===== src/hw/asp_params.svh =====
`ifndef ASP_PARAMS_SVH
`define ASP_PARAMS_SVH

// Result width and daisy-chain delay in serial clock periods
`define ASP_RESULT_W      16
`define ASP_CHAIN_DELAY   16
// Bit counter width (holds 0..16)
`define ASP_CNT_W         5
// Shared pin group positions within the parallel result word
`define ASP_DIV_LO_BIT    2
`define ASP_DIV_HI_BIT    3
`define ASP_CFG_LO_BIT    4
`define ASP_CFG_HI_BIT    7
`define ASP_DIV_W         2
`define ASP_CFG_W         4
// Master clock: half period = BASE << divider select, in system clocks
`define ASP_MCLK_BASE_HALF 2
`define ASP_DIV_CNT_W     8
// Input synchroniser depth
`define ASP_SYNC_W        3

`endif


===== src/hw/asp_pkg.sv =====
package asp_pkg;
    // Serial port engine states
    typedef enum logic [1:0] {
        ASP_IDLE,
        ASP_SHIFT,
        ASP_CHAIN
    } asp_state_type;
endpackage : asp_pkg


===== src/hw/asp_serial_port.sv =====
`timescale 1ns/1ps
`default_nettype none
`include "asp_params.svh"

module asp_serial_port
    import asp_pkg::*;
(
    // System
    input  wire logic                     clk,
    input  wire logic                     sys_rst,
    // Conversion core side
    input  wire logic                     conv_busy,
    input  wire logic                     result_valid,
    input  wire logic [`ASP_RESULT_W-1:0] result_data,
    // Mode select pins
    input  wire logic                     serial_parallel_select,
    input  wire logic                     output_code_format,
    input  wire logic                     chip_select_n,
    // Shared pins 2..3 (divider select / result bits)
    input  wire logic [`ASP_DIV_W-1:0]    div_pins_in,
    output logic      [`ASP_DIV_W-1:0]    div_pins_out,
    output logic      [`ASP_DIV_W-1:0]    div_pins_oe,
    // Shared pins 4..7 (config inputs / result bits)
    input  wire logic [`ASP_CFG_W-1:0]    cfg_pins_in,
    output logic      [`ASP_CFG_W-1:0]    cfg_pins_out,
    output logic                          cfg_pins_oe,
    // Serial clock pin
    input  wire logic                     serial_clock_in,
    output logic                          serial_clock_out,
    output logic                          serial_clock_oe,
    // Serial outputs
    output logic                          serial_result_out,
    output logic                          frame_marker,
    output logic                          incomplete_read_flag
);

    // Decoded pin roles in serial mode
    logic clock_source_select;
    logic frame_marker_polarity;
    logic serial_clock_invert;
    logic read_mode_or_chain_input;
    logic [`ASP_DIV_W-1:0] serial_clock_divider_select;

    // Three-stage synchronisers for the asynchronous pin inputs
    logic [`ASP_SYNC_W-1:0] sclk_sync, next_sclk_sync;
    logic [`ASP_SYNC_W-1:0] cs_sync, next_cs_sync;
    logic [`ASP_SYNC_W-1:0] chain_sync, next_chain_sync;
    logic sclk_level, next_sclk_level;
    logic cs_level, next_cs_level;
    logic chain_level, next_chain_level;

    // Serial engine state
    asp_state_type                state, next_state;
    logic [`ASP_RESULT_W-1:0]     shreg, next_shreg;
    logic [`ASP_RESULT_W-1:0]     held, next_held;
    logic                         held_new, next_held_new;
    logic [`ASP_CNT_W-1:0]        bit_cnt, next_bit_cnt;
    logic [`ASP_DIV_CNT_W-1:0]    div_cnt, next_div_cnt;
    logic                         mclk, next_mclk;
    logic                         sdo, next_sdo;
    logic                         frame_act, next_frame_act;
    logic                         rderr, next_rderr;
    logic [`ASP_RESULT_W-1:0]     par_word, next_par_word;
    logic                         busy_d, next_busy_d;

    // Format the result: MSB inverted when twos complement chosen
    function automatic logic [`ASP_RESULT_W-1:0] fmt(input logic [`ASP_RESULT_W-1:0] d,
                                                     input logic ob);
        fmt = ob ? d : {~d[`ASP_RESULT_W-1], d[`ASP_RESULT_W-2:0]};
    endfunction : fmt

    // Master half period in system clocks for a divider select
    function automatic logic [`ASP_DIV_CNT_W-1:0] half_period(input logic [`ASP_DIV_W-1:0] s);
        half_period = `ASP_DIV_CNT_W'(`ASP_MCLK_BASE_HALF) << s;
    endfunction : half_period

    // Last bit of the word is standing; a slave turns to chain data here
    function automatic logic word_done(input logic [`ASP_CNT_W-1:0] cnt,
                                       input logic                  slv);
        word_done = slv ? (cnt == `ASP_CNT_W'(`ASP_CHAIN_DELAY))
                        : (cnt == `ASP_CNT_W'(`ASP_RESULT_W));
    endfunction : word_done

    // Pin roles; only valid while serial mode is selected
    // Quasi-static: the host changes them only between reads
    always_comb begin
        clock_source_select         = cfg_pins_in[0];
        frame_marker_polarity       = cfg_pins_in[1];
        serial_clock_invert         = cfg_pins_in[2];
        read_mode_or_chain_input    = cfg_pins_in[3];
        serial_clock_divider_select = div_pins_in;
    end

    // Operating mode decode
    logic master_mode, master_rac, slave_mode;
    always_comb begin
        master_mode = serial_parallel_select && !clock_source_select;
        slave_mode  = serial_parallel_select && clock_source_select;
        master_rac  = master_mode && !read_mode_or_chain_input;
    end

    // Synchroniser next values; a change counts when stages 2 and 3 agree
    always_comb begin
        next_sclk_sync  = {sclk_sync[1:0], serial_clock_in};
        next_cs_sync    = {cs_sync[1:0], chip_select_n};
        // Chain data comes from an upstream part on its own clock
        next_chain_sync = {chain_sync[1:0], read_mode_or_chain_input};
        next_sclk_level  = (sclk_sync[2] == sclk_sync[1]) ? sclk_sync[2] : sclk_level;
        next_cs_level    = (cs_sync[2] == cs_sync[1]) ? cs_sync[2] : cs_level;
        next_chain_level = (chain_sync[2] == chain_sync[1]) ? chain_sync[2] : chain_level;
    end

    // Synchroniser registers; reset levels match the idle pins
    always_ff @(posedge clk) begin
        if (sys_rst) begin
            sclk_sync   <= '0;
            cs_sync     <= '1;
            chain_sync  <= '0;
            sclk_level  <= 1'b0;
            cs_level    <= 1'b1;
            chain_level <= 1'b0;
        end else begin
            sclk_sync   <= next_sclk_sync;
            cs_sync     <= next_cs_sync;
            chain_sync  <= next_chain_sync;
            sclk_level  <= next_sclk_level;
            cs_level    <= next_cs_level;
            chain_level <= next_chain_level;
        end
    end

    // Slave launch edge: rising, or falling when inverted; gated by select
    logic sclk_prev, next_sclk_prev;
    logic slave_launch;
    logic master_tick, master_launch;
    always_comb begin
        next_sclk_prev = sclk_level;
        slave_launch = slave_mode && !cs_level &&
                       (serial_clock_invert ? (sclk_prev && !sclk_level)
                                            : (!sclk_prev && sclk_level));
        // Divider wraps once per half period of the master clock
        master_tick   = (div_cnt == '0);
        // Master shifts on its own falling edge; data stable at the rising edge
        master_launch = master_tick && mclk;
    end

    // Serial engine next values
    logic conv_done;
    always_comb begin
        // Defaults: hold everything but rderr (cleared) and busy_d (sampled), free-run the master divider
        next_state     = state;
        next_shreg     = shreg;
        next_held      = held;
        next_held_new  = held_new;
        next_bit_cnt   = bit_cnt;
        next_div_cnt   = master_tick ? (master_rac ? half_period(serial_clock_divider_select)
                                                   : half_period('0)) - 1'b1
                                     : div_cnt - 1'b1;
        next_mclk      = master_tick ? !mclk : mclk;
        next_sdo       = sdo;
        next_frame_act = frame_act;
        next_rderr     = 1'b0;
        next_busy_d    = conv_busy;
        // Busy falling edge marks a finished conversion
        conv_done      = busy_d && !conv_busy;
        next_par_word  = par_word;

        // Latch each new result
        if (result_valid) begin
            next_held     = fmt(result_data, output_code_format);
            next_held_new = 1'b1;
            next_par_word = next_held;
        end

        case (state)
            ASP_IDLE: begin
                // Master waits for a new result in the right busy phase
                next_frame_act = 1'b0;
                next_bit_cnt   = '0;
                if (master_mode && held_new && master_launch &&
                    (read_mode_or_chain_input ? conv_busy : !conv_busy)) begin
                    next_shreg     = {held[`ASP_RESULT_W-2:0], 1'b0};
                    next_sdo       = held[`ASP_RESULT_W-1];
                    next_held_new  = result_valid;
                    next_frame_act = 1'b1;
                    next_bit_cnt   = `ASP_CNT_W'(1);
                    next_state     = ASP_SHIFT;
                end else if (slave_launch) begin
                    // Slave needs no new result; it reads what is held
                    next_shreg    = {held[`ASP_RESULT_W-2:0], 1'b0};
                    next_sdo      = held[`ASP_RESULT_W-1];
                    next_held_new = result_valid;
                    next_bit_cnt  = `ASP_CNT_W'(1);
                    next_state    = ASP_SHIFT;
                end
            end
            ASP_SHIFT: begin
                if (slave_mode && cs_level && word_done(bit_cnt, 1'b1)) begin
                    // Whole word out and select released: read is complete
                    next_state = ASP_IDLE;
                end else if (slave_mode && conv_done) begin
                    next_rderr = 1'b1;
                    next_state = ASP_IDLE;
                end else if ((master_mode && master_launch) ||
                             (slave_mode && slave_launch)) begin
                    // Next bit on each launch edge of the active mode
                    if (word_done(bit_cnt, slave_mode)) begin
                        if (slave_mode) begin
                            next_sdo   = chain_level;
                            next_state = ASP_CHAIN;
                        end else begin
                            next_frame_act = 1'b0;
                            next_state     = ASP_IDLE;
                        end
                    end else begin
                        next_sdo     = shreg[`ASP_RESULT_W-1];
                        next_shreg   = {shreg[`ASP_RESULT_W-2:0], 1'b0};
                        next_bit_cnt = bit_cnt + 1'b1;
                    end
                end
                // Mode pins left serial: abandon the read
                if (!master_mode && !slave_mode)
                    next_state = ASP_IDLE;
            end
            ASP_CHAIN: begin
                // Pass upstream bits through until the host drops select
                if (slave_launch)
                    next_sdo = chain_level;
                if (!slave_mode || cs_level)
                    next_state = ASP_IDLE;
            end
            default: next_state = ASP_IDLE;
        endcase
    end

    // Serial engine registers
    always_ff @(posedge clk) begin
        if (sys_rst) begin
            state     <= ASP_IDLE;
            shreg     <= '0;
            held      <= '0;
            held_new  <= 1'b0;
            bit_cnt   <= '0;
            div_cnt   <= '0;
            mclk      <= 1'b0;
            sdo       <= 1'b0;
            frame_act <= 1'b0;
            rderr     <= 1'b0;
            busy_d    <= 1'b0;
            sclk_prev <= 1'b0;
            par_word  <= '0;
        end else begin
            state     <= next_state;
            shreg     <= next_shreg;
            held      <= next_held;
            held_new  <= next_held_new;
            bit_cnt   <= next_bit_cnt;
            div_cnt   <= next_div_cnt;
            mclk      <= next_mclk;
            sdo       <= next_sdo;
            frame_act <= next_frame_act;
            rderr     <= next_rderr;
            busy_d    <= next_busy_d;
            sclk_prev <= next_sclk_prev;
            par_word  <= next_par_word;
        end
    end

    // Pin drive; output enables follow the mode pins directly
    always_comb begin
        // Parallel role of the shared pins
        div_pins_out  = par_word[`ASP_DIV_HI_BIT:`ASP_DIV_LO_BIT];
        div_pins_oe   = serial_parallel_select ? '0 : '1;
        cfg_pins_out  = par_word[`ASP_CFG_HI_BIT:`ASP_CFG_LO_BIT];
        cfg_pins_oe   = !serial_parallel_select;
        // Serial role: clock pin and outputs
        serial_clock_out = mclk ^ serial_clock_invert;
        serial_clock_oe  = master_mode;
        serial_result_out    = sdo;
        frame_marker         = frame_act ^ frame_marker_polarity;
        incomplete_read_flag = rderr;
    end

endmodule : asp_serial_port
`default_nettype wire


===== config.mk =====
export PLATFORM = sky130hd
export DESIGN_NAME = asp_serial_port
export DESIGN_NICKNAME = d
export VERILOG_FILES = /design/src/hw/asp_pkg.sv /design/src/hw/asp_serial_port.sv
export VERILOG_INCLUDE_DIRS = /design/src /design/src/hw
export SDC_FILE = /design/constraint.sdc
export NUM_CORES = 1
export LEC_CHECK = 0
export ABC_AREA = 0
export BUFFER_PORTS_ARGS = -buffer_cell sky130_fd_sc_hd__buf_2
export CAP_MARGIN = 25
export CORE_MARGIN = 4
export CORE_UTILIZATION = 45
export DETAILED_ROUTE_END_ITERATION = 8
export GPL_TIMING_DRIVEN = 0
export PLACE_DENSITY_LB_ADDON = 0.15
export REMOVE_ABC_BUFFERS = 1
export SLEW_MARGIN = 0
export SYNTH_ARGS = -nofsm -noshare
export SYNTH_HDL_FRONTEND = slang
export SYNTH_SLANG_ARGS = --single-unit

===== constraint.sdc =====
create_clock -name clk -period 3.7 [get_ports clk]
set_clock_uncertainty 0.15 [all_clocks]
set_input_delay 0.185 -clock clk [delete_from_list [all_inputs] [get_ports clk]]
set_output_delay 0.185 -clock clk [all_outputs]
set_load 0.01 [all_outputs]

==> qor.yml <==
timing:
  post-route-period-util: 0.749
  maxSlewViolCount: 0
  setup_viol: 0
  setup_tns_ns: 0
  relSlewSlack: 0.457
  fmax_mhz: 361
  min_period_ns: 2.77
  worst_pin_slew_ns: 0.811
  rsz0062_at_grt: "no"
  final_hold_viol_count: 0
clock_tree:
  cts_buffers: 9
  clock_sinks: 65
  worstSkewPairLatency_ns: 0.35
  post_cts_resized: 0
  cts_tree: "yes"
  clk_path_buf_depth: 2
  postCtsHoldBufs: 20
  postCtsSetupBuffers: 0
  cts-htree-levels: 3
  root_buffer: "clkbuf_8"
  clk_pin_slew_ns: 0.08
cells_and_area:
  nNetsFinal: 431
  nFillCells: 654
  n_antenna_cell: 0
  synthToLayoutAreaGrowth_pct: 20.4
  post_route_cells_drive_above_1_share: 0.223
worst_setup_path:
  cp_slowest_cell: "or3_1"
  critPathKind: "flip-flop to flip-flop"
  startpoint_type: "flip-flop"
  cp_max_fo: 23
  crit_path_max_incr_delay_ns: 0.71
  cp-end-kind: "flip-flop"
  arrival_ns: 2.91
  cp_cell_sequence: "inv_1 > ha_1 > buf_16 > and2_1 > or3_1 > o31ai_1 > o311a_1"
  worst_ep_required_time_ns: 3.84
  reg2reg_depth: 7
synth:
  synth_edf_count: 0
  ys_warn_count: 0
  synth-async-reset-ratio: 0
  syn_avg_cell_area_um2: 9.20
  synth_ff_type: "dfxtp_1"
  synth.top_cell.area_share: 0.406
  ys_ff_latch: 65
  seq_area_frac_synth: 0.406
  yosysTopAreaCell: "dfxtp_1"
  syn_area_um2: 3200
  ys_types: 56
  syn-instance-count: 348
  ys_top_cells_by_area: "dfxtp_1 41%, mux2i_1 5.6%, mux2_2 4.9%"
hold_path:
  min_path_type: "input pin to flip-flop"
  hold_depth: 4
die:
  core_um2: 6870
  io_pins: 44
  dieArea_um2: 8530
  die_w_um: 92.4
  fp.dieH_um: 92.4
  initial_core_util: 0.466
  rows: 30
grt:
  grt_max_degree: 36
  grt_pass1_wl_um: 12100
  grt_remaining_overflow: 0
  grt_pass1_vias: 2567
  grt_usage: 0.177
  antenna_found_initial: 0
placed_design:
  portBuffers: 43
  hpwl_um: 4570
  place.gp.congestion: 0.817
power_and_ir_drop:
  ir_drop_uv: 294
  powerDensity_nw_per_um2: 474
  power.total_mw: 1.83
  power_leakage_nw: 1.55
detailed_routing:
  via_count: 2659
  vias_per_cell: 5.37
  drtIter0Drc: 114
  drt_wl_total_um: 6910
  drt_first_pass_iters: 4
  wl_per_cell_um: 14.0
  drc_errors: 0
  drt.antenna.violating_nets: 0
run_status:
  status: "finished clean"
flow_run:
  cap_violations: 0
-- where the power goes --
part / switching (mW) / internal (mW) / total (mW)
Clock: 0.272 / 0.465 / 0.737
Sequential: 0.0455 / 0.749 / 0.795
Combinational: 0.151 / 0.147 / 0.298
-- cell usage in the layout, fill, tap and decap left out, drive strengths merged, types with 3 or more instances in the layout --
cell,count
mux2i,18
a21oi,13
bufinv,3
buf,47
nand4,4
o21ai,7
clkbuf,11
nor3,18
or2,5
dlygate4sd3,20
ha,7
and3,3
nand3,8
xnor2,5
nor4,19
or3,3
xor2,4
nor2,36
and2,4
mux2,15
nand2b,3
nand2,11
inv,9
dfxtp,65
a31oi,16
o31ai,6
nor2b,9
-- synthesized netlist by cell type (9+ instances only) --
cell type	count
a21oi_1	13
a31oi_1	16
clkbuf_1	15
dfxtp_1	65
inv_1	9
mux2_2	14
mux2i_1	18
nand2_1	11
nor2_1	36
nor2b_1	9
nor3_1	16
nor4_1	18
-- path summary, 6_finish.rpt --
path | from | endpoint | slack (ns)
worst max-delay path | state[1]$_SDFFE_PP0P_ | bit_cnt[0]$_SDFFE_PP0P_ | 0.93
worst min-delay path | div_pins_in[1] | div_cnt[3]$_SDFF_PP0_ | 0.04
worst max register to register | state[1]$_SDFFE_PP0P_ | bit_cnt[0]$_SDFFE_PP0P_ | 0.93
worst min register to register | cs_sync[0]$_SDFF_PP1_ | cs_sync[1]$_SDFF_PP1_ | 0.26
-- layout make-up --
class / count / area, um^2 / share of cell area
Clock buffer: 11 / 141 / 0.0367
Clock inverter: 5 / 103 / 0.0266
Inverter: 9 / 33.8 / 0.00876
Multi-Input combinational cell: 242 / 1670 / 0.433
Sequential cell: 65 / 1300 / 0.337
Tap cell: 96 / 120 / 0.0311
Timing Repair Buffer: 67 / 485 / 0.126
-- flip-flops by register name (all words and copies together) (netlist names), 2 cells and up --
signal	flops
bit_cnt	5
chain_sync	3
cs_sync	3
div_cnt	8
par_word	16
sclk_sync	3
shreg	15
state	2
-- critical path, delay by kind of cell (launching register included) --
kind	cells	cell delay, ns
flip-flops	1	0.38
AO/OA/AOI/OAI	2	0.55
buffers and inverters	2	0.34
adder cells (fa/ha/maj)	1	0.40
AND/OR/NAND/NOR	2	0.89
-- logic make-up (layout without fill, tap and decap cells) --
| kind of cell | count (synthesis) | after routing | synth area share |
|---|---|---|---|
| AO/OA/AOI/OAI | 57 | 57 | 0.123 |
| XOR/XNOR | 9 | 9 | 0.0246 |
| adder cells (fa/ha/maj) | 7 | 7 | 0.0274 |
| buffers and inverters | 41 | 92 | 0.0715 |
| flip-flops | 65 | 65 | 0.406 |
| multiplexers | 33 | 33 | 0.109 |
| AND/OR/NAND/NOR | 136 | 136 | 0.238 |
-- metal layers --
layer  global-route usage  share of wire
met5                    0              0
met4               0.0854          0.022
met1                0.227           0.47
met2                0.279           0.47
met3               0.0414          0.037
-- stage by stage --
stage           util  hold WS (ns)  cell area (um^2)  std cells  setup WS [ns]
3_3_place_gp   0.487         0.221              3340        455          0.478
5_1_grt        0.561        0.0576              3860        495          0.722
3_5_place_dp   0.497         0.224              3410        459          0.918
4_1_cts        0.561        0.0179              3860        495          0.897
6_report       0.561        0.0368              3860        495          0.928
2_1_floorplan      -         0.102              3010        316           1.18
No activity file was read; power rests on OpenSTA's default activity.
